`src/bjd_consts.svh`:
```
`ifndef BJD_CONSTS_SVH
`define BJD_CONSTS_SVH

// ========================================
// Opcodes with fixed encodings
`define BJD_OP_CARRY_ZERO 8'h50
`define BJD_OP_CARRY_ONE 8'hD0
`define BJD_OP_ZERO_SET 8'hF0
`define BJD_OP_ZERO_CLEAR 8'h70
`define BJD_OP_NEG_SET 8'h90
`define BJD_OP_NEG_CLEAR 8'h10
`define BJD_OP_OVF_CLEAR 8'h30
`define BJD_OP_OVF_SET 8'hB0
`define BJD_OP_REL_ALWAYS 8'h2F
`define BJD_OP_CALL_ABS 8'h3B
`define BJD_OP_CALL_IDP 8'h5F
`define BJD_OP_CMP_DP 8'hFD
`define BJD_OP_CMP_DPX 8'h8D
`define BJD_OP_DEC_DP 8'hAC
`define BJD_OP_DEC_Y 8'h7B
`define BJD_OP_JMP_ABS 8'h1B
`define BJD_OP_JMP_IABS 8'h1F
`define BJD_OP_JMP_IDP 8'h3F
`define BJD_OP_UPAGE_CALL 8'h4F

// ========================================
// Low nibbles of the bit and table forms
`define BJD_LN_BIT_A 4'h2
`define BJD_LN_BIT_DP 4'h3
`define BJD_LN_TABLE 4'hA

// ========================================
// Cycle counts, opcode fetch included
`define BJD_CYC_FLAG_NT 4'h2
`define BJD_CYC_FLAG_T 4'h4
`define BJD_CYC_ALWAYS 4'h4
`define BJD_CYC_BITA_NT 4'h4
`define BJD_CYC_BITA_T 4'h6
`define BJD_CYC_BITDP_NT 4'h5
`define BJD_CYC_BITDP_T 4'h7
`define BJD_CYC_CMPX_NT 4'h6
`define BJD_CYC_CMPX_T 4'h8
`define BJD_CYC_JMP_ABS 4'h3
`define BJD_CYC_JMP_IABS 4'h5
`define BJD_CYC_JMP_IDP 4'h4
`define BJD_CYC_CALL 4'h8
`define BJD_CYC_UPAGE 4'h6
`define BJD_CYC_ONE 4'h1

// ========================================
// Address map
`define BJD_STACK_PAGE 8'h01
`define BJD_UPAGE_HIGH 8'hFF
`define BJD_VEC_BASE 16'hFFC0

`endif

```
`src/bjd_pkg.sv`:
```
package bjd_pkg;

  // ========================================
  // Instruction classes
  typedef enum logic [3:0] {
    BJD_C_NONE,
    BJD_C_FLAG,
    BJD_C_BIT_A,
    BJD_C_BIT_DP,
    BJD_C_CMP_DP,
    BJD_C_CMP_DPX,
    BJD_C_DEC_DP,
    BJD_C_DEC_Y,
    BJD_C_JMP_ABS,
    BJD_C_JMP_IABS,
    BJD_C_JMP_IDP,
    BJD_C_CALL_ABS,
    BJD_C_CALL_IDP,
    BJD_C_UPAGE,
    BJD_C_TABLE
  } bjd_class_e;

  // ========================================
  // Carriers
  typedef struct packed {
    logic [7:0] a;
    logic [7:0] x;
    logic [7:0] y;
    logic [7:0] sp;
    logic n;
    logic v;
    logic g;
    logic z;
    logic c;
  } bjd_core_s;

  typedef struct packed {
    bjd_class_e cls;
    logic [3:0] cyc_nt;
    logic [3:0] cyc_t;
    logic flag_take;
    logic [2:0] bit_num;
    logic bit_pol;
    logic [3:0] vec;
  } bjd_dec_s;

  typedef struct packed {
    logic [15:0] addr;
    logic rd;
    logic wr;
    logic [7:0] wdata;
  } bjd_mem_s;

endpackage

```
`src/bjd_branch_jump.sv`:
```
`timescale 1ns/10ps
`include "bjd_consts.svh"

module bjd_branch_jump #(
  parameter int CNT_W = 4
) (
  input wire logic ref_clk,
  input wire logic rst_n,
  input wire logic start,
  input wire logic [7:0] opcode,
  input wire logic [15:0] pc_in,
  input wire bjd_pkg::bjd_core_s core,
  input wire logic [7:0] mem_rdata,
  output bjd_pkg::bjd_mem_s mem,
  output logic done,
  output logic busy,
  output logic unsupported,
  output logic [15:0] pc_out,
  output logic [7:0] sp_out,
  output logic [7:0] y_out,
  output logic y_we
);

  // ========================================
  // Types and state
  typedef enum logic [3:0] {
    ST_IDLE,
    ST_DP,
    ST_ABS_LO,
    ST_ABS_HI,
    ST_MEM,
    ST_DEC_WR,
    ST_REL,
    ST_PUSH_H,
    ST_PUSH_L,
    ST_PTR_LO,
    ST_PTR_HI,
    ST_WAIT
  } bjd_step_e;

  bjd_step_e st, next_st;
  logic [CNT_W-1:0] cnt, next_cnt;
  logic [3:0] tgt, next_tgt;
  logic [15:0] pcw, next_pcw;
  logic [15:0] ea, next_ea;
  logic [15:0] ret, next_ret;
  logic [15:0] tpc, next_tpc;
  logic [7:0] lo, next_lo;
  logic [7:0] mval, next_mval;
  logic [7:0] sp, next_sp;
  bjd_pkg::bjd_dec_s dq, next_dq;
  bjd_pkg::bjd_core_s cq, next_cq;
  bjd_pkg::bjd_dec_s dec;
  bjd_pkg::bjd_mem_s next_mem;
  logic next_done, next_busy, next_unsup, next_y_we;
  logic [15:0] next_pc_out;
  logic [7:0] next_y_out;
  logic take;
  logic [15:0] rel_base;
  logic [15:0] rel_target;
  logic [7:0] dp_hi;

  bjd_decode u_decode (
    .opcode(opcode),
    .core(core),
    .dec(dec)
  );

  // ========================================
  // Branch condition and target
  // Flag conditions are evaluated on the flags latched at start
  always_comb begin
    case (dq.cls)
      bjd_pkg::BJD_C_FLAG: take = dq.flag_take;
      bjd_pkg::BJD_C_BIT_A: take = (cq.a[dq.bit_num] == dq.bit_pol);
      bjd_pkg::BJD_C_BIT_DP: take = (mval[dq.bit_num] == dq.bit_pol);
      bjd_pkg::BJD_C_CMP_DP,
      bjd_pkg::BJD_C_CMP_DPX: take = (cq.a != mval);
      bjd_pkg::BJD_C_DEC_DP: take = (mval != 8'h01);
      bjd_pkg::BJD_C_DEC_Y: take = (cq.y != 8'h01);
      default: take = 1'b0;
    endcase
    rel_base = pcw + 16'h0001;
    rel_target = rel_base + {{8{mem_rdata[7]}}, mem_rdata};
    dp_hi = {7'h00, cq.g};
  end

  // ========================================
  // Sequencer
  always_comb begin
    logic fin;
    logic [3:0] tv;
    fin = 1'b0;
    tv = dq.cyc_nt;
    next_st = st;
    next_cnt = cnt + {{(CNT_W-1){1'b0}}, 1'b1};
    next_tgt = tgt;
    next_pcw = pcw;
    next_ea = ea;
    next_ret = ret;
    next_tpc = tpc;
    next_lo = lo;
    next_mval = mval;
    next_sp = sp;
    next_dq = dq;
    next_cq = cq;
    next_done = 1'b0;
    next_unsup = unsupported;
    next_pc_out = pc_out;
    next_y_out = y_out;
    next_y_we = 1'b0;
    case (st)
      ST_IDLE: begin
        next_cnt = {{(CNT_W-1){1'b0}}, 1'b1};
        if (start) begin
          next_dq = dec;
          next_cq = core;
          next_pcw = pc_in;
          next_sp = core.sp;
          next_ret = pc_in;
          next_unsup = 1'b0;
          case (dec.cls)
            bjd_pkg::BJD_C_FLAG, bjd_pkg::BJD_C_BIT_A,
            bjd_pkg::BJD_C_DEC_Y: next_st = ST_REL;
            bjd_pkg::BJD_C_JMP_ABS, bjd_pkg::BJD_C_JMP_IABS,
            bjd_pkg::BJD_C_CALL_ABS: next_st = ST_ABS_LO;
            bjd_pkg::BJD_C_TABLE: next_st = ST_PUSH_H;
            bjd_pkg::BJD_C_NONE: begin
              // Foreign opcodes are handed back untouched
              next_done = 1'b1;
              next_unsup = 1'b1;
              next_pc_out = pc_in;
            end
            default: next_st = ST_DP;
          endcase
        end
      end
      ST_DP: begin
        next_pcw = pcw + 16'h0001;
        next_ea = {dp_hi, mem_rdata};
        next_ret = pcw + 16'h0001;
        case (dq.cls)
          bjd_pkg::BJD_C_CMP_DPX: begin
            next_ea = {dp_hi, mem_rdata + cq.x};
            next_st = ST_MEM;
          end
          bjd_pkg::BJD_C_JMP_IDP: next_st = ST_PTR_LO;
          bjd_pkg::BJD_C_CALL_IDP: next_st = ST_PUSH_H;
          bjd_pkg::BJD_C_UPAGE: begin
            next_tpc = {`BJD_UPAGE_HIGH, mem_rdata};
            next_st = ST_PUSH_H;
          end
          default: next_st = ST_MEM;
        endcase
      end
      ST_MEM: begin
        next_mval = mem_rdata;
        next_st = (dq.cls == bjd_pkg::BJD_C_DEC_DP) ? ST_DEC_WR : ST_REL;
      end
      ST_DEC_WR: next_st = ST_REL;
      ST_ABS_LO: begin
        next_lo = mem_rdata;
        next_pcw = pcw + 16'h0001;
        next_st = ST_ABS_HI;
      end
      ST_ABS_HI: begin
        next_pcw = pcw + 16'h0001;
        next_ret = pcw + 16'h0001;
        next_tpc = {mem_rdata, lo};
        next_ea = {mem_rdata, lo};
        case (dq.cls)
          bjd_pkg::BJD_C_JMP_ABS: fin = 1'b1;
          bjd_pkg::BJD_C_JMP_IABS: next_st = ST_PTR_LO;
          default: next_st = ST_PUSH_H;
        endcase
      end
      ST_PUSH_H: begin
        next_sp = sp - 8'h01;
        next_st = ST_PUSH_L;
      end
      ST_PUSH_L: begin
        next_sp = sp - 8'h01;
        case (dq.cls)
          bjd_pkg::BJD_C_CALL_IDP: next_st = ST_PTR_LO;
          bjd_pkg::BJD_C_TABLE: begin
            next_ea = `BJD_VEC_BASE + {11'h000, dq.vec, 1'b0};
            next_st = ST_PTR_LO;
          end
          default: fin = 1'b1;
        endcase
      end
      ST_PTR_LO: begin
        next_lo = mem_rdata;
        next_ea = ea + 16'h0001;
        next_st = ST_PTR_HI;
      end
      ST_PTR_HI: begin
        next_tpc = {mem_rdata, lo};
        fin = 1'b1;
      end
      ST_REL: begin
        next_pcw = rel_base;
        next_tpc = take ? rel_target : rel_base;
        if (take) begin
          tv = dq.cyc_t;
        end
        if (dq.cls == bjd_pkg::BJD_C_DEC_Y) begin
          next_y_out = cq.y - 8'h01;
        end
        fin = 1'b1;
      end
      ST_WAIT: begin
        if (cnt[3:0] == tgt - 4'h1) begin
          next_done = 1'b1;
          next_pc_out = tpc;
          next_y_we = (dq.cls == bjd_pkg::BJD_C_DEC_Y);
          next_st = ST_IDLE;
        end
      end
      default: next_st = ST_IDLE;
    endcase
    // Pad to the documented cycle count so timing is opcode exact
    if (fin) begin
      next_tgt = tv;
      if (cnt[3:0] >= tv - 4'h1) begin
        next_done = 1'b1;
        next_pc_out = next_tpc;
        next_y_we = (dq.cls == bjd_pkg::BJD_C_DEC_Y);
        next_st = ST_IDLE;
      end else begin
        next_st = ST_WAIT;
      end
    end
    next_busy = (next_st != ST_IDLE);
  end

  // ========================================
  // Bus request for the coming cycle
  // Built from next values so the port is a plain flop output
  always_comb begin
    next_mem = '0;
    case (next_st)
      ST_DP, ST_ABS_LO, ST_ABS_HI, ST_REL: begin
        next_mem.addr = next_pcw;
        next_mem.rd = 1'b1;
      end
      ST_MEM, ST_PTR_LO, ST_PTR_HI: begin
        next_mem.addr = next_ea;
        next_mem.rd = 1'b1;
      end
      ST_DEC_WR: begin
        next_mem.addr = next_ea;
        next_mem.wr = 1'b1;
        next_mem.wdata = next_mval - 8'h01;
      end
      ST_PUSH_H: begin
        next_mem.addr = {`BJD_STACK_PAGE, next_sp};
        next_mem.wr = 1'b1;
        next_mem.wdata = next_ret[15:8];
      end
      ST_PUSH_L: begin
        next_mem.addr = {`BJD_STACK_PAGE, next_sp};
        next_mem.wr = 1'b1;
        next_mem.wdata = next_ret[7:0];
      end
      default: next_mem = '0;
    endcase
  end

  // ========================================
  // Registers
  always_ff @(posedge ref_clk) begin
    if (!rst_n) begin
      st <= ST_IDLE;
      cnt <= '0;
      tgt <= '0;
      pcw <= '0;
      ea <= '0;
      ret <= '0;
      tpc <= '0;
      lo <= '0;
      mval <= '0;
      sp <= '0;
      dq <= '0;
      cq <= '0;
      mem <= '0;
      done <= 1'b0;
      busy <= 1'b0;
      unsupported <= 1'b0;
      pc_out <= '0;
      y_out <= '0;
      y_we <= 1'b0;
    end else begin
      st <= next_st;
      cnt <= next_cnt;
      tgt <= next_tgt;
      pcw <= next_pcw;
      ea <= next_ea;
      ret <= next_ret;
      tpc <= next_tpc;
      lo <= next_lo;
      mval <= next_mval;
      sp <= next_sp;
      dq <= next_dq;
      cq <= next_cq;
      mem <= next_mem;
      done <= next_done;
      busy <= next_busy;
      unsupported <= next_unsup;
      pc_out <= next_pc_out;
      y_out <= next_y_out;
      y_we <= next_y_we;
    end
  end

  // Stack pointer tracks the running value; valid with done
  assign sp_out = sp;

endmodule

```
`src/bjd_decode.sv`:
```
`timescale 1ns/10ps
`include "bjd_consts.svh"

module bjd_decode (
  input wire logic [7:0] opcode,
  input wire bjd_pkg::bjd_core_s core,
  output bjd_pkg::bjd_dec_s dec
);

  always_comb begin
    dec = '0;
    dec.cls = bjd_pkg::BJD_C_NONE;
    dec.bit_num = opcode[7:5];
    dec.bit_pol = ~opcode[4];
    dec.vec = opcode[7:4];
    dec.cyc_nt = `BJD_CYC_ONE;
    dec.cyc_t = `BJD_CYC_ONE;
    if (opcode[3:0] == `BJD_LN_BIT_A) begin
      dec.cls = bjd_pkg::BJD_C_BIT_A;
      dec.cyc_nt = `BJD_CYC_BITA_NT;
      dec.cyc_t = `BJD_CYC_BITA_T;
    end else if (opcode[3:0] == `BJD_LN_BIT_DP) begin
      dec.cls = bjd_pkg::BJD_C_BIT_DP;
      dec.cyc_nt = `BJD_CYC_BITDP_NT;
      dec.cyc_t = `BJD_CYC_BITDP_T;
    end else if (opcode[3:0] == `BJD_LN_TABLE) begin
      dec.cls = bjd_pkg::BJD_C_TABLE;
      dec.cyc_nt = `BJD_CYC_CALL;
      dec.cyc_t = `BJD_CYC_CALL;
    end else begin
      dec.cyc_nt = `BJD_CYC_FLAG_NT;
      dec.cyc_t = `BJD_CYC_FLAG_T;
      case (opcode)
        `BJD_OP_CARRY_ZERO: dec.flag_take = ~core.c;
        `BJD_OP_CARRY_ONE: dec.flag_take = core.c;
        `BJD_OP_ZERO_SET: dec.flag_take = core.z;
        `BJD_OP_ZERO_CLEAR: dec.flag_take = ~core.z;
        `BJD_OP_NEG_SET: dec.flag_take = core.n;
        `BJD_OP_NEG_CLEAR: dec.flag_take = ~core.n;
        `BJD_OP_OVF_CLEAR: dec.flag_take = ~core.v;
        `BJD_OP_OVF_SET: dec.flag_take = core.v;
        `BJD_OP_REL_ALWAYS: begin
          dec.flag_take = 1'b1;
          dec.cyc_nt = `BJD_CYC_ALWAYS;
          dec.cyc_t = `BJD_CYC_ALWAYS;
        end
        default: dec.flag_take = 1'b0;
      endcase
      case (opcode)
        `BJD_OP_CARRY_ZERO, `BJD_OP_CARRY_ONE, `BJD_OP_ZERO_SET,
        `BJD_OP_ZERO_CLEAR, `BJD_OP_NEG_SET, `BJD_OP_NEG_CLEAR,
        `BJD_OP_OVF_CLEAR, `BJD_OP_OVF_SET, `BJD_OP_REL_ALWAYS: begin
          dec.cls = bjd_pkg::BJD_C_FLAG;
        end
        `BJD_OP_CMP_DP: begin
          dec.cls = bjd_pkg::BJD_C_CMP_DP;
          dec.cyc_nt = `BJD_CYC_BITDP_NT;
          dec.cyc_t = `BJD_CYC_BITDP_T;
        end
        `BJD_OP_CMP_DPX: begin
          dec.cls = bjd_pkg::BJD_C_CMP_DPX;
          dec.cyc_nt = `BJD_CYC_CMPX_NT;
          dec.cyc_t = `BJD_CYC_CMPX_T;
        end
        `BJD_OP_DEC_DP: begin
          dec.cls = bjd_pkg::BJD_C_DEC_DP;
          dec.cyc_nt = `BJD_CYC_BITDP_NT;
          dec.cyc_t = `BJD_CYC_BITDP_T;
        end
        `BJD_OP_DEC_Y: begin
          dec.cls = bjd_pkg::BJD_C_DEC_Y;
          dec.cyc_nt = `BJD_CYC_BITA_NT;
          dec.cyc_t = `BJD_CYC_BITA_T;
        end
        `BJD_OP_JMP_ABS: begin
          dec.cls = bjd_pkg::BJD_C_JMP_ABS;
          dec.cyc_nt = `BJD_CYC_JMP_ABS;
          dec.cyc_t = `BJD_CYC_JMP_ABS;
        end
        `BJD_OP_JMP_IABS: begin
          dec.cls = bjd_pkg::BJD_C_JMP_IABS;
          dec.cyc_nt = `BJD_CYC_JMP_IABS;
          dec.cyc_t = `BJD_CYC_JMP_IABS;
        end
        `BJD_OP_JMP_IDP: begin
          dec.cls = bjd_pkg::BJD_C_JMP_IDP;
          dec.cyc_nt = `BJD_CYC_JMP_IDP;
          dec.cyc_t = `BJD_CYC_JMP_IDP;
        end
        `BJD_OP_CALL_ABS, `BJD_OP_CALL_IDP: begin
          dec.cls = (opcode == `BJD_OP_CALL_ABS) ? bjd_pkg::BJD_C_CALL_ABS
                                                 : bjd_pkg::BJD_C_CALL_IDP;
          dec.cyc_nt = `BJD_CYC_CALL;
          dec.cyc_t = `BJD_CYC_CALL;
        end
        `BJD_OP_UPAGE_CALL: begin
          dec.cls = bjd_pkg::BJD_C_UPAGE;
          dec.cyc_nt = `BJD_CYC_UPAGE;
          dec.cyc_t = `BJD_CYC_UPAGE;
        end
        default: begin
          dec.cls = bjd_pkg::BJD_C_NONE;
          dec.cyc_nt = `BJD_CYC_ONE;
          dec.cyc_t = `BJD_CYC_ONE;
        end
      endcase
    end
  end

endmodule

```
`config.mk`:
```
export PLATFORM = sky130hd
export DESIGN_NAME = bjd_branch_jump
export DESIGN_NICKNAME = d
export VERILOG_FILES = /design/src/bjd_pkg.sv /design/src/bjd_branch_jump.sv /design/src/bjd_decode.sv
export VERILOG_INCLUDE_DIRS = /design/src
export SDC_FILE = /design/constraint.sdc
export NUM_CORES = 1
export LEC_CHECK = 0
export BUFFER_PORTS_ARGS = -buffer_cell sky130_fd_sc_hd__buf_2
export CAP_MARGIN = 0
export CORE_MARGIN = 2
export CORE_UTILIZATION = 60
export CTS_CLUSTER_SIZE = 10
export DETAILED_ROUTE_END_ITERATION = 6
export HOLD_SLACK_MARGIN = 0.05
export PLACE_DENSITY = 0.81
export SLEW_MARGIN = 30
export SYNTH_ARGS = -nofsm -noshare
export SYNTH_HDL_FRONTEND = slang
export SYNTH_SLANG_ARGS = --single-unit
```
`constraint.sdc`:
```
create_clock -name ref_clk -period 10.5 [get_ports ref_clk]
set_input_delay 2.1 -clock ref_clk [delete_from_list [all_inputs] [get_ports ref_clk]]
set_output_delay 2.1 -clock ref_clk [all_outputs]
set_load 0.01 [all_outputs]
```
# Word-level counts from Yosys, hierarchy flattened
# Index checks and enable logic that the tools add are counted.
classes:
  add_sub_neg: 11
  n_lt_le_gt_ge: 2
  n_eq_ne: 69
  mux: 64
  bitwise: 6
  n_reduce_logical: 24
ops:
  columns: ["op", "count"]
  rows:
  - ["two-way mux 16 bit", 10]
  - ["one-hot mux 16 bit (2 select lines)", 3]
  - ["one-hot mux 16 bit (3 select lines)", 2]
  - ["equality test 4 bit (second input constant)", 18]
  - ["one-hot mux 8 bit (9 select lines)", 1]
  - ["one-hot mux 16 bit (4 select lines)", 1]
  - ["equality test 8 bit (second input constant)", 7]
  - ["equality test 4 x 3 -> 1 bit (second input constant)", 13]
  - ["one-hot mux 4 bit (11 select lines)", 1]
  - ["equality test 8 x 7 -> 1 bit (second input constant)", 5]
  - ["one-hot mux 4 bit (10 select lines)", 1]
  - ["equality test 4 x 2 -> 1 bit (second input constant)", 9]
  - ["two-way mux 12 bit", 3]
  - ["adder 16 x 1 -> 16 bit (second input constant)", 2]
  - ["equality test 8 x 6 -> 1 bit (second input constant)", 4]
  - ["two-way mux 4 bit", 7]
  - ["one-hot mux 9 bit (3 select lines)", 1]
  - ["equality test 8 x 5 -> 1 bit (second input constant)", 3]
  - ["two-way mux 8 bit", 3]
  - ["OR reduction 2 bit", 12]
  - ["subtractor 8 x 1 -> 8 bit (second input constant)", 3]
  - ["two-way mux 1 bit", 18]
  - ["adder 16 bit", 1]
  - ["equality test 4 x 1 -> 1 bit (second input constant)", 4]
  - ["other kinds (29)", 44]
word_totals:
  ff_bits: 200
  inputBits: 72
  output_inout_bits: 62

# Longest topological paths before layout
# Gate-level depths: netlist of run 1.
depth:
  depth_word: 15
  depth_mapped: 20
  depth_no_buf: 18

# Hierarchy
# Synthesis of run 1 repeated with hierarchy kept, for this count alone.
hier_totals:
  hier_cells: 1562
  hier_area_um2: 12478.2
modules_own_cells:
  columns: ["module", "n_inst", "cells_each", "area_per_inst_um2", "seq_area_each_um2"]
  rows:
  - ["bjd_branch_jump", 1, 1475, 11798.8, 4003.8]
  - ["bjd_decode", 1, 87, 679.4, 0.0]

# Least setup slack after synthesis of run 1
# No wires, ideal clock.
synth_path:
  kind: "input to register"
  startpoint: "input port opcode[3]"
  endpoint: "register mem[14] (netlist name)"
  t_arrival_ps: 4530
  required_time_ps: 10378
  setup_slack_ps: 5849
  stages: 12
  n_path_buf: 3
  path_cell_list: "buf_2 -> and4b_1 -> buf_2 -> o2111ai_2 -> nand4_4 -> or3_4 -> o221ai_2 -> and2_2 -> o211ai_1 -> o41ai_4 -> buf_6 -> a21oi_2"
synth_via:
  elab_chain_len: 15
  word_cells_on_any_way: 57
  cone_classes: "eq/ne (39); mux (10); reduce/logical (8)"
synth_lines:
  columns: ["item", "line", "rtl"]
  rows:
  - ["from (decl)", "bjd_branch_jump.sv:10", "input wire logic [7:0] opcode,"]
  - ["equality test 8 x 7 -> 1 bit (tied with other cells)", "bjd_decode.sv:49", "case (opcode)"]
  - ["OR reduction 9 bit (tied with other cells)", "bjd_decode.sv:49", null]
  - ["one-hot mux 4 bit (10 select lines)", "bjd_decode.sv:49", null]
  - ["two-way mux 12 bit", "bjd_decode.sv:26", "end else if (opcode[3:0] == `BJD_LN_TABLE) begin"]
  - ["two-way mux 12 bit", "bjd_decode.sv:22", "end else if (opcode[3:0] == `BJD_LN_BIT_DP) begin"]
  - ["two-way mux 12 bit (*)", "bjd_decode.sv:18", "if (opcode[3:0] == `BJD_LN_BIT_A) begin"]
  - ["equality test 4 bit (tied with other cells)", "bjd_branch_jump.sv:122", "case (dec.cls)"]
  - ["OR reduction 3 bit", "bjd_branch_jump.sv:122", null]
  - ["one-hot mux 4 bit (4 select lines) (*)", "bjd_branch_jump.sv:122", null]
  - ["two-way mux 4 bit (*)", "bjd_branch_jump.sv:115", "if (start) begin"]
  - ["one-hot mux 4 bit (11 select lines) (*)", "bjd_branch_jump.sv:112", "case (st)"]
  - ["two-way mux 4 bit (*)", "bjd_branch_jump.sv:223", "if (fin) begin"]
  - ["equality test 4 x 3 -> 1 bit (tied with other cells)", "bjd_branch_jump.sv:242", "case (next_st)"]
  - ["OR reduction 4 bit (no line) / OR reduction 2 bit (equally long branches)", null, null]
  - ["one-hot mux 16 bit (3 select lines) (*)", "bjd_branch_jump.sv:242", null]
  - ["to (signal assigned)", "bjd_branch_jump.sv:306", "mem <= next_mem;"]
  - ["to (decl)", "bjd_branch_jump.sv:14", "output bjd_pkg::bjd_mem_s mem,"]
# Mark *: on every way between the ends. The rest lies on a longest branch, timed or not.
# A chain may end at the register's enable or synchronous reset.

# Worst setup path in the final report of run 1
layout_path:
  startpoint: "register dq[6] (netlist name)"
  endpoint: "register pc_out[3]"
layout_via:
  elab_chain_len: 10
  word_cells_on_any_way: 15
  cone_classes: "add/sub (1); order compare (1); eq/ne (2); mux (11)"
layout_lines:
  columns: ["item", "line", "rtl"]
  rows:
  - ["from (decl)", "bjd_branch_jump.sv:51", "bjd_pkg::bjd_dec_s dq, next_dq;"]
  - ["from (signal assigned)", "bjd_branch_jump.sv:304", "dq <= next_dq;"]
  - ["binary-select mux 1 bit (select 3 bit), on equally long branches", "bjd_branch_jump.sv:76, bjd_branch_jump.sv:75", null]
  - ["two-way mux 1 bit, on equally long branches", "bjd_branch_jump.sv:76, bjd_branch_jump.sv:75", null]
  - ["equality test 1 bit, on equally long branches", "bjd_branch_jump.sv:76, bjd_branch_jump.sv:75", null]
  - ["one-hot mux 1 bit (6 select lines) (*)", "bjd_branch_jump.sv:73", "case (dq.cls)"]
  - ["two-way mux 4 bit", "bjd_branch_jump.sv:204", "if (take) begin"]
  - ["two-way mux 4 bit", "bjd_branch_jump.sv:112", null]
  - ["subtractor 4 x 1 -> 4 bit", "bjd_branch_jump.sv:225", "if (cnt[3:0] >= tv - 4'h1) begin"]
  - ["greater-or-equal comparator 4 bit", "bjd_branch_jump.sv:225", null]
  - ["two-way mux 16 bit (*)", "bjd_branch_jump.sv:225", null]
  - ["two-way mux 16 bit (*)", "bjd_branch_jump.sv:223", null]
  - ["to (signal assigned)", "bjd_branch_jump.sv:310", "pc_out <= next_pc_out;"]
  - ["to (decl)", "bjd_branch_jump.sv:18", "output logic [15:0] pc_out,"]
# Mark *: on every way between the ends. The rest lies on a longest branch, timed or not. The select of a mux whose other input is x is not followed.

==> flow_metrics.py, run 1 <==
metrics = {
    "run_status": {
        "status": "finished, final reports clean",
    },
    "logic_synthesis": {
        "ys_types": 96,
        "synth_seq_cells": 196,
        "syn_avg_cell_area_um2": 7.88,
        "yosys_warnings": 0,
        "netlist_instances": 1543,
        "syn_area_um2": 12200,
        "synth_ff_type": "dfxtp_1",
        "synthesis.nets": 1652,
        "synth_edf_count": 0,
        "postSynth.asyncResetShare_pct": 0,
        "seq_area_frac_synth_pct": 32.3,
    },
    "cts": {
        "cts-root-buf": "clkbuf_16",
        "clock_latency_ns": 0.46,
        "clock-sinks": 196,
        "cts_resized": 0,
        "cts_made_buffers": 17,
        "cts_hold_buf": 0,
        "cts_tree": "done",
        "clk_pin_slew_ns": 0.08,
        "h-tree-depth": 4,
        "cts_buffer_depth": 2,
        "postCtsSetupRepairBufs": 0,
    },
    "sta": {
        "min_period_ns": 5.14,
        "drv_slew": 0,
        "final-hold-violation-count": 0,
        "fmax_mhz": 195,
        "setup_violations": 0,
        "rsz0062_at_grt": "no",
        "layout_worst_path_cycle_share_pct": 48.9,
        "worstMarginPinSlew_ns": 0.935,
        "finalClockSkew_ns": 0.0167,
        "slew_headroom_pct": 37.5,
        "fin_tns_setup_ns": 0,
    },
    "worst_setup_path": {
        "r2r_cells": 18,
        "crit_end": "pc_out[3]",
        "r2r-end": "pc_out[3]",
        "r2r_setup_slack_ns": 5.36,
        "cp_data_required_time_ns": 10.84,
        "crit_start": "dq[6]",
        "arrival_ns": 5.48,
        "crit_path_start_kind": "flop",
        "cp_max_fo": 25,
        "critical_path_class": "flop to flop",
        "rr_startpoint": "dq[6]",
        "cp-end-kind": "flop",
    },
    "floorplanning": {
        "ios": 134,
        "die_h_um": 146,
        "die_area_um2": 21400,
        "start_util_pct": 60.6,
        "coreArea_um2": 20000,
        "die_w_um": 146,
        "rows": 52,
    },
    "drt": {
        "post_drt_wl_per_cell_um": 20.3,
        "wirelength_mm": 38.5,
        "drt_pre_antenna_iters": 6,
        "ant_nets": 0,
        "via_count": 12400,
        "drtIter0Drc": 1392,
        "route.detailed.drc": 0,
        "via_per_inst": 6.53,
    },
    "final_layout": {
        "antenna_cells": 0,
        "nNetsFinal": 1725,
        "final_area_um2": 13500,
        "areaGrowthSynthToFinish_pct": 11.2,
        "layout-drive-gt1-share_pct": 14.8,
        "final_core_util_pct": 67.4,
    },
    "global_route": {
        "grt_pass1_wl_mm": 60.8,
        "first_global_vias": 11300,
        "track_usage_pct": 35.4,
        "grt_remaining_overflow": 0,
        "grt_max_degree": 74,
        "antenna_found_initial": 0,
    },
    "placed_design": {
        "portBuffers": 133,
        "globalplace.congestion": 0.996,
        "placed_area_um2": 12900,
        "hpwlAfterDp_mm": 27.7,
    },
    "worst_hold_path": {
        "min_from": "cq[24]",
        "hold_class": "flop to flop",
    },
    "power_and_ir_drop": {
        "p_per_area_nw_per_um2": 269,
        "swShare_pct": 46.8,
        "p_leak_nw": 5.34,
        "power.share.clock_pct": 18.5,
        "ir_drop_v": 0.000159,
        "switchingPower_w": 0.00170,
        "p_seq_share_pct": 30.4,
        "pwr-share-comb_pct": 51.1,
        "power.internal_w": 0.00193,
    },
    "job": {
        "cap_violations": 0,
    },
}
## cell usage in the layout (no fill, tap or decap), drive strengths merged, types with 6 or more instances in the layout
cell      n
clkbuf   18
nand2   205
xor2     23
nor4     10
o21ai   104
o32ai     7
o211a     9
a22oi    31
or3       8
nand4     9
nor2    167
xnor2    39
mux2i    39
and3     15
a211oi   23
ha       35
nand2b   22
inv      45
nor2b     8
a222oi   10
o311ai    6
a21o     13
o211ai   20
nor3     36
dfxtp   196
a31oi    24
a221o    10
o21bai    8
a221oi   27
o21a      9
buf     149
and2     54
a21oi   131
nand3    25
## final cells by class
type	count	area, um2
Timing Repair Buffer	149	786
Tap cell	270	338
Multi-Input combinational cell	1215	7730
Clock inverter	14	161
Fill cell	1731	6530
Clock buffer	18	429
Sequential cell	196	3920
Inverter	37	139
## worst min-delay path by stage
| stage | cells after the start | end |
|---|---|---|
| 2_1_floorplan | 2 | dq[0] |
| 3_3_place_gp | 2 | unsupported |
| 3_5_place_dp | 2 | unsupported |
| 4_1_cts | 2 | unsupported |
| 5_1_grt | 2 | cq[24] |
| 6_report | 2 | cq[24] |
## metrics by stage
stage          total power (W)  std cells  hold slack, ns  worst slack, ns
5_1_grt                0.00384       1899           0.486             5.11
3_5_place_dp           0.00289       1867           0.454             5.09
3_3_place_gp           0.00284       1866           0.447             5.10
2_1_floorplan          0.00240       1543           0.436             5.85
6_report               0.00363       1899           0.465             5.36
4_1_cts                0.00357       1899           0.466             5.38
## per-layer routing
layer | GRT usage (%) | part of all wire [%] | routed length (um)
met3 | 7.41 | 10 | 3970
met1 | 48.2 | 41 | 15800
met2 | 53.7 | 44 | 16900
met5 | 0 | 0 | 0
met4 | 17.5 | 4.9 | 1870
## sequential cells by signal, summed over array words and instances, names as in the netlist, 4 cells and up
register,cells
lo,8
pc_out,16
cnt,4
tgt,4
ea,16
tpc,16
mval,8
st,4
mem,26
dq,17
y_out,8
cq,25
pcw,16
ret,16
sp_out,8
## power by group through the flow
| stage | logic, W | registers, W | clock network [W] |
|---|---|---|---|
| detailed placement | 0.00178 | 0.00111 | 0 |
| CTS | 0.00180 | 0.00110 | 0.000669 |
| finish | 0.00185 | 0.00110 | 0.000670 |
| global placement | 0.00174 | 0.00110 | 0 |
| global route | 0.00201 | 0.00112 | 0.000702 |
| floorplan | 0.00134 | 0.00105 | 0 |
## Yosys cell counts, drive strengths merged (24+ instances only)
library cell  instances  area share [%]
a22oi                31             1.9
a221oi               27             1.9
clkbuf               73             2.3
ha                   35             3.6
nor2                167             5.2
mux2i                39             3.3
xnor2                39             2.8
inv                  37             1.1
a31oi                24             1.2
and2                 54             2.8
nor3                 36             1.5
a21oi               131             5.8
nand2               205             6.3
dfxtp               196              32
nand3                25             1.0
o21ai               104             4.4
## cells by family (layout without fill, tap and decap cells)
logic type	Yosys count	after routing	synth area share, %
buf+inv	132	218	4.40
mux	47	47	4.52
xor+xnor	62	62	4.47
compound gates	476	476	27.0
flops	196	196	32.3
fa+ha+maj	37	37	3.93
simple gates	593	593	23.4
## critical path: stages, from the launching register on
cell and delay, ns:
dfxtp_1 0.57, mux4_2 0.56, mux2i_1 0.21, xnor2_1 0.09, o311ai_0 0.45, o21bai_1 0.36, nor2_1 0.47, mux2i_1 0.31
ha_1 0.28, ha_1 0.28, a21o_1 0.18, a21o_1 0.18, a21oi_1 0.21, nor2_1 0.08, buf_4 0.23, a221o_1 0.28
a21oi_1 0.12, a21oi_1 0.05, o31a_1 0.11
No activity file was read; power rests on OpenSTA's default activity.
==> run 2, diff against run 1 <==
- CORE_UTILIZATION: 60 -> 54
- PLACE_DENSITY: 0.81 -> 0.77
- clock period: 10.5 -> 4.4 ns (I/O delays scaled with it)
==> run 2 against run 1 <==
Compared with the run above:
- flip-flop and latch count is the same
- hold slack lost 0.0045 ns
- final area grew 1.9%
- clock power grew 130%
- core utilization shrank 4.7 points
- fmax grew 23%
- register-to-register slack lost 5.1 ns
- sequential power grew 130%
- critical path type unchanged
- critical endpoint unchanged
- largest cell class unchanged
==> flow_metrics.py, run 2 (same netlist as run 1, synthesis figures left out) <==
metrics = {
    "run_status": {
        "status": "finished, final reports clean",
    },
    "cts": {
        "clock_latency_ns": 0.46,
        "cts_tree": "done",
        "cts_made_buffers": 17,
        "cts_hold_buf": 0,
        "cts_buffer_depth": 2,
        "clock-sinks": 196,
        "h-tree-depth": 4,
        "cts-root-buf": "clkbuf_16",
        "clk_pin_slew_ns": 0.08,
    },
    "global_route": {
        "track_usage_pct": 32.7,
        "grt_max_degree": 71,
        "antenna_found_initial": 0,
        "grt_remaining_overflow": 0,
        "grt_pass1_wl_mm": 62.0,
        "first_global_vias": 11400,
    },
    "power_and_ir_drop": {
        "fin_total_pwr_w": 0.00870,
        "power.share.clock_pct": 17.6,
        "p_per_area_nw_per_um2": 632,
        "p_leak_nw": 5.50,
        "swShare_pct": 46.7,
        "switchingPower_w": 0.00406,
        "ir_drop_v": 0.000359,
        "pwr-share-comb_pct": 53.0,
        "p_seq_share_pct": 29.4,
        "power.internal_w": 0.00464,
    },
    "drt": {
        "route.detailed.drc": 0,
        "ant_nets": 0,
        "via_count": 12400,
        "wirelength_mm": 39.7,
        "via_per_inst": 6.40,
        "drt_pre_antenna_iters": 6,
        "post_drt_wl_per_cell_um": 20.4,
        "drtIter0Drc": 1438,
    },
    "sta": {
        "min_period_ns": 4.17,
        "drv_slew": 0,
        "fin_tns_setup_ns": 0,
        "finalClockSkew_ns": 0.0171,
        "setup_violations": 0,
        "slew_headroom_pct": 31.0,
        "final-hold-violation-count": 0,
        "layout_worst_path_cycle_share_pct": 94.9,
        "fmax_mhz": 240,
        "worstMarginPinSlew_ns": 1.03,
    },
    "worst_hold_path": {
        "hold_class": "flop to flop",
        "min_from": "cq[2]",
    },
    "final_layout": {
        "layout-drive-gt1-share_pct": 16.7,
        "final_common_cell": "nand2_1",
        "top_register": "mem",
        "areaGrowthSynthToFinish_pct": 13.3,
        "seq_area_um2": 3930,
        "nNetsFinal": 1759,
        "reg.largest.list": "mem: 26 flops, cq: 25 flops, dq: 17 flops",
        "final_area_um2": 13800,
        "antenna_cells": 0,
        "multi_input_area_um2": 7730,
        "final_cell_mix": "205 x nand2_1, 195 x dfxtp_1, 166 x nor2_1",
        "fillCellCount": 1937,
        "largest_reg_flops": 26,
    },
    "worst_setup_path": {
        "critPathMaxStageDelay_ns": 0.51,
        "path_cells": "buf_4, mux4_2, mux2i_2, nand4bb_1, o31a_1, o311ai_2, o21bai_2, nor2_2, mux2i_1, ha_1, ha_1, a21o_1, a21o_1, a21oi_2, nor2_1, buf_12, a221o_1, a21oi_1, a21oi_1, o31a_1",
        "cp_max_fo": 25,
        "critical_path_class": "flop to flop",
        "cp_data_required_time_ns": 4.74,
        "worst-path-buf-inv": 2,
        "critPathTopFamily": "compound AO/OA/AOI/OAI gates",
        "crit_path_start_kind": "flop",
        "crit_start": "dq[6]",
        "slowest_stage": "mux4_2",
        "cp-end-kind": "flop",
        "rr_startpoint": "dq[6]",
        "arrival_ns": 4.51,
    },
    "job": {
        "cap_violations": 0,
    },
    "placed_design": {
        "globalplace.congestion": 0.971,
        "hpwlAfterDp_mm": 29.3,
        "placed_area_um2": 13200,
        "portBuffers": 133,
    },
    "floorplanning": {
        "coreArea_um2": 22000,
        "ios": 134,
        "die_area_um2": 23700,
        "start_util_pct": 55.3,
        "rows": 54,
        "die_w_um": 154,
        "die_h_um": 154,
    },
}
==> run 2: cell count changes in the layout (fill, tap and decap cells not counted), sizes merged <==
cell	delta
buf	+34
bufinv	-1
clkbuf	-1
clkinv	-1
clkinvlp	+1
inv	+2
==> run 2: worst paths after layout <==
kind          endpoint  slack [ns]  cells past startpoint
max          pc_out[3]        0.23                     20
min              cq[2]        0.46                      2
max reg2reg  pc_out[3]        0.23                     20
min reg2reg      cq[2]        0.46                      2
==> run 2: through the flow <==
step	hold slack (ns)	cells	worst slack [ns]	util [%]
4_1_cts	0.464	1942	0.00526	62.6
2_1_floorplan	0.436	1543	0.145	-
6_report	0.461	1943	0.226	62.7
5_1_grt	0.476	1943	-0.0224	62.7
3_5_place_dp	0.452	1909	0.0197	60.0
3_3_place_gp	0.443	1909	0.197	60.0
==> run 2: layout make-up <==
cell class              count  area share (%)
clock inverters            15           0.963
well taps                 280            2.54
inverters                  37            1.01
multi-input cells        1215            56.2
clock buffers              17            3.09
repair buffers            183            7.74
flip-flops and latches    196            28.5
==> run 2: layer usage <==
metal | vias up | global-route usage, % | wire (um)
met1 | 5773 | 45.1 | 16300
met3 | 124 | 5.67 | 3960
met5 | - | 0 | 0
met2 | 708 | 49.5 | 17500
li1 | 5830 | - | -
met4 | 0 | 16.1 | 1980
==> run 2: timing repair <==
action | 4_1_cts | 5_1_grt
setup endpoints to repair | 3 | 19
buffers inserted | 1 | 1
resized for setup | 2 | 5
pin swaps | 1 | 0
==> run 2: power by group through the flow <==
stage,sequential (W),clock [W],combinational (W)
final,0.00256,0.00153,0.00461
after global routing,0.00260,0.00162,0.00501
after CTS,0.00254,0.00154,0.00450
after detailed placement,0.00258,0,0.00446
after global placement,0.00257,0,0.00439
after floorplan,0.00252,0,0.00321
==> run 2: worst register-to-register path: stages, from the launching register on <==
cell and delay [ns]:
dfxtp_2 0.37, buf_4 0.15, mux4_2 0.51, mux2i_2 0.21, nand4bb_1 0.12, o31a_1 0.13
o311ai_2 0.11, o21bai_2 0.16, nor2_2 0.16, mux2i_1 0.26, ha_1 0.27, ha_1 0.28
a21o_1 0.17, a21o_1 0.19, a21oi_2 0.17, nor2_1 0.09, buf_12 0.16, a221o_1 0.27
a21oi_1 0.11, a21oi_1 0.06, o31a_1 0.12
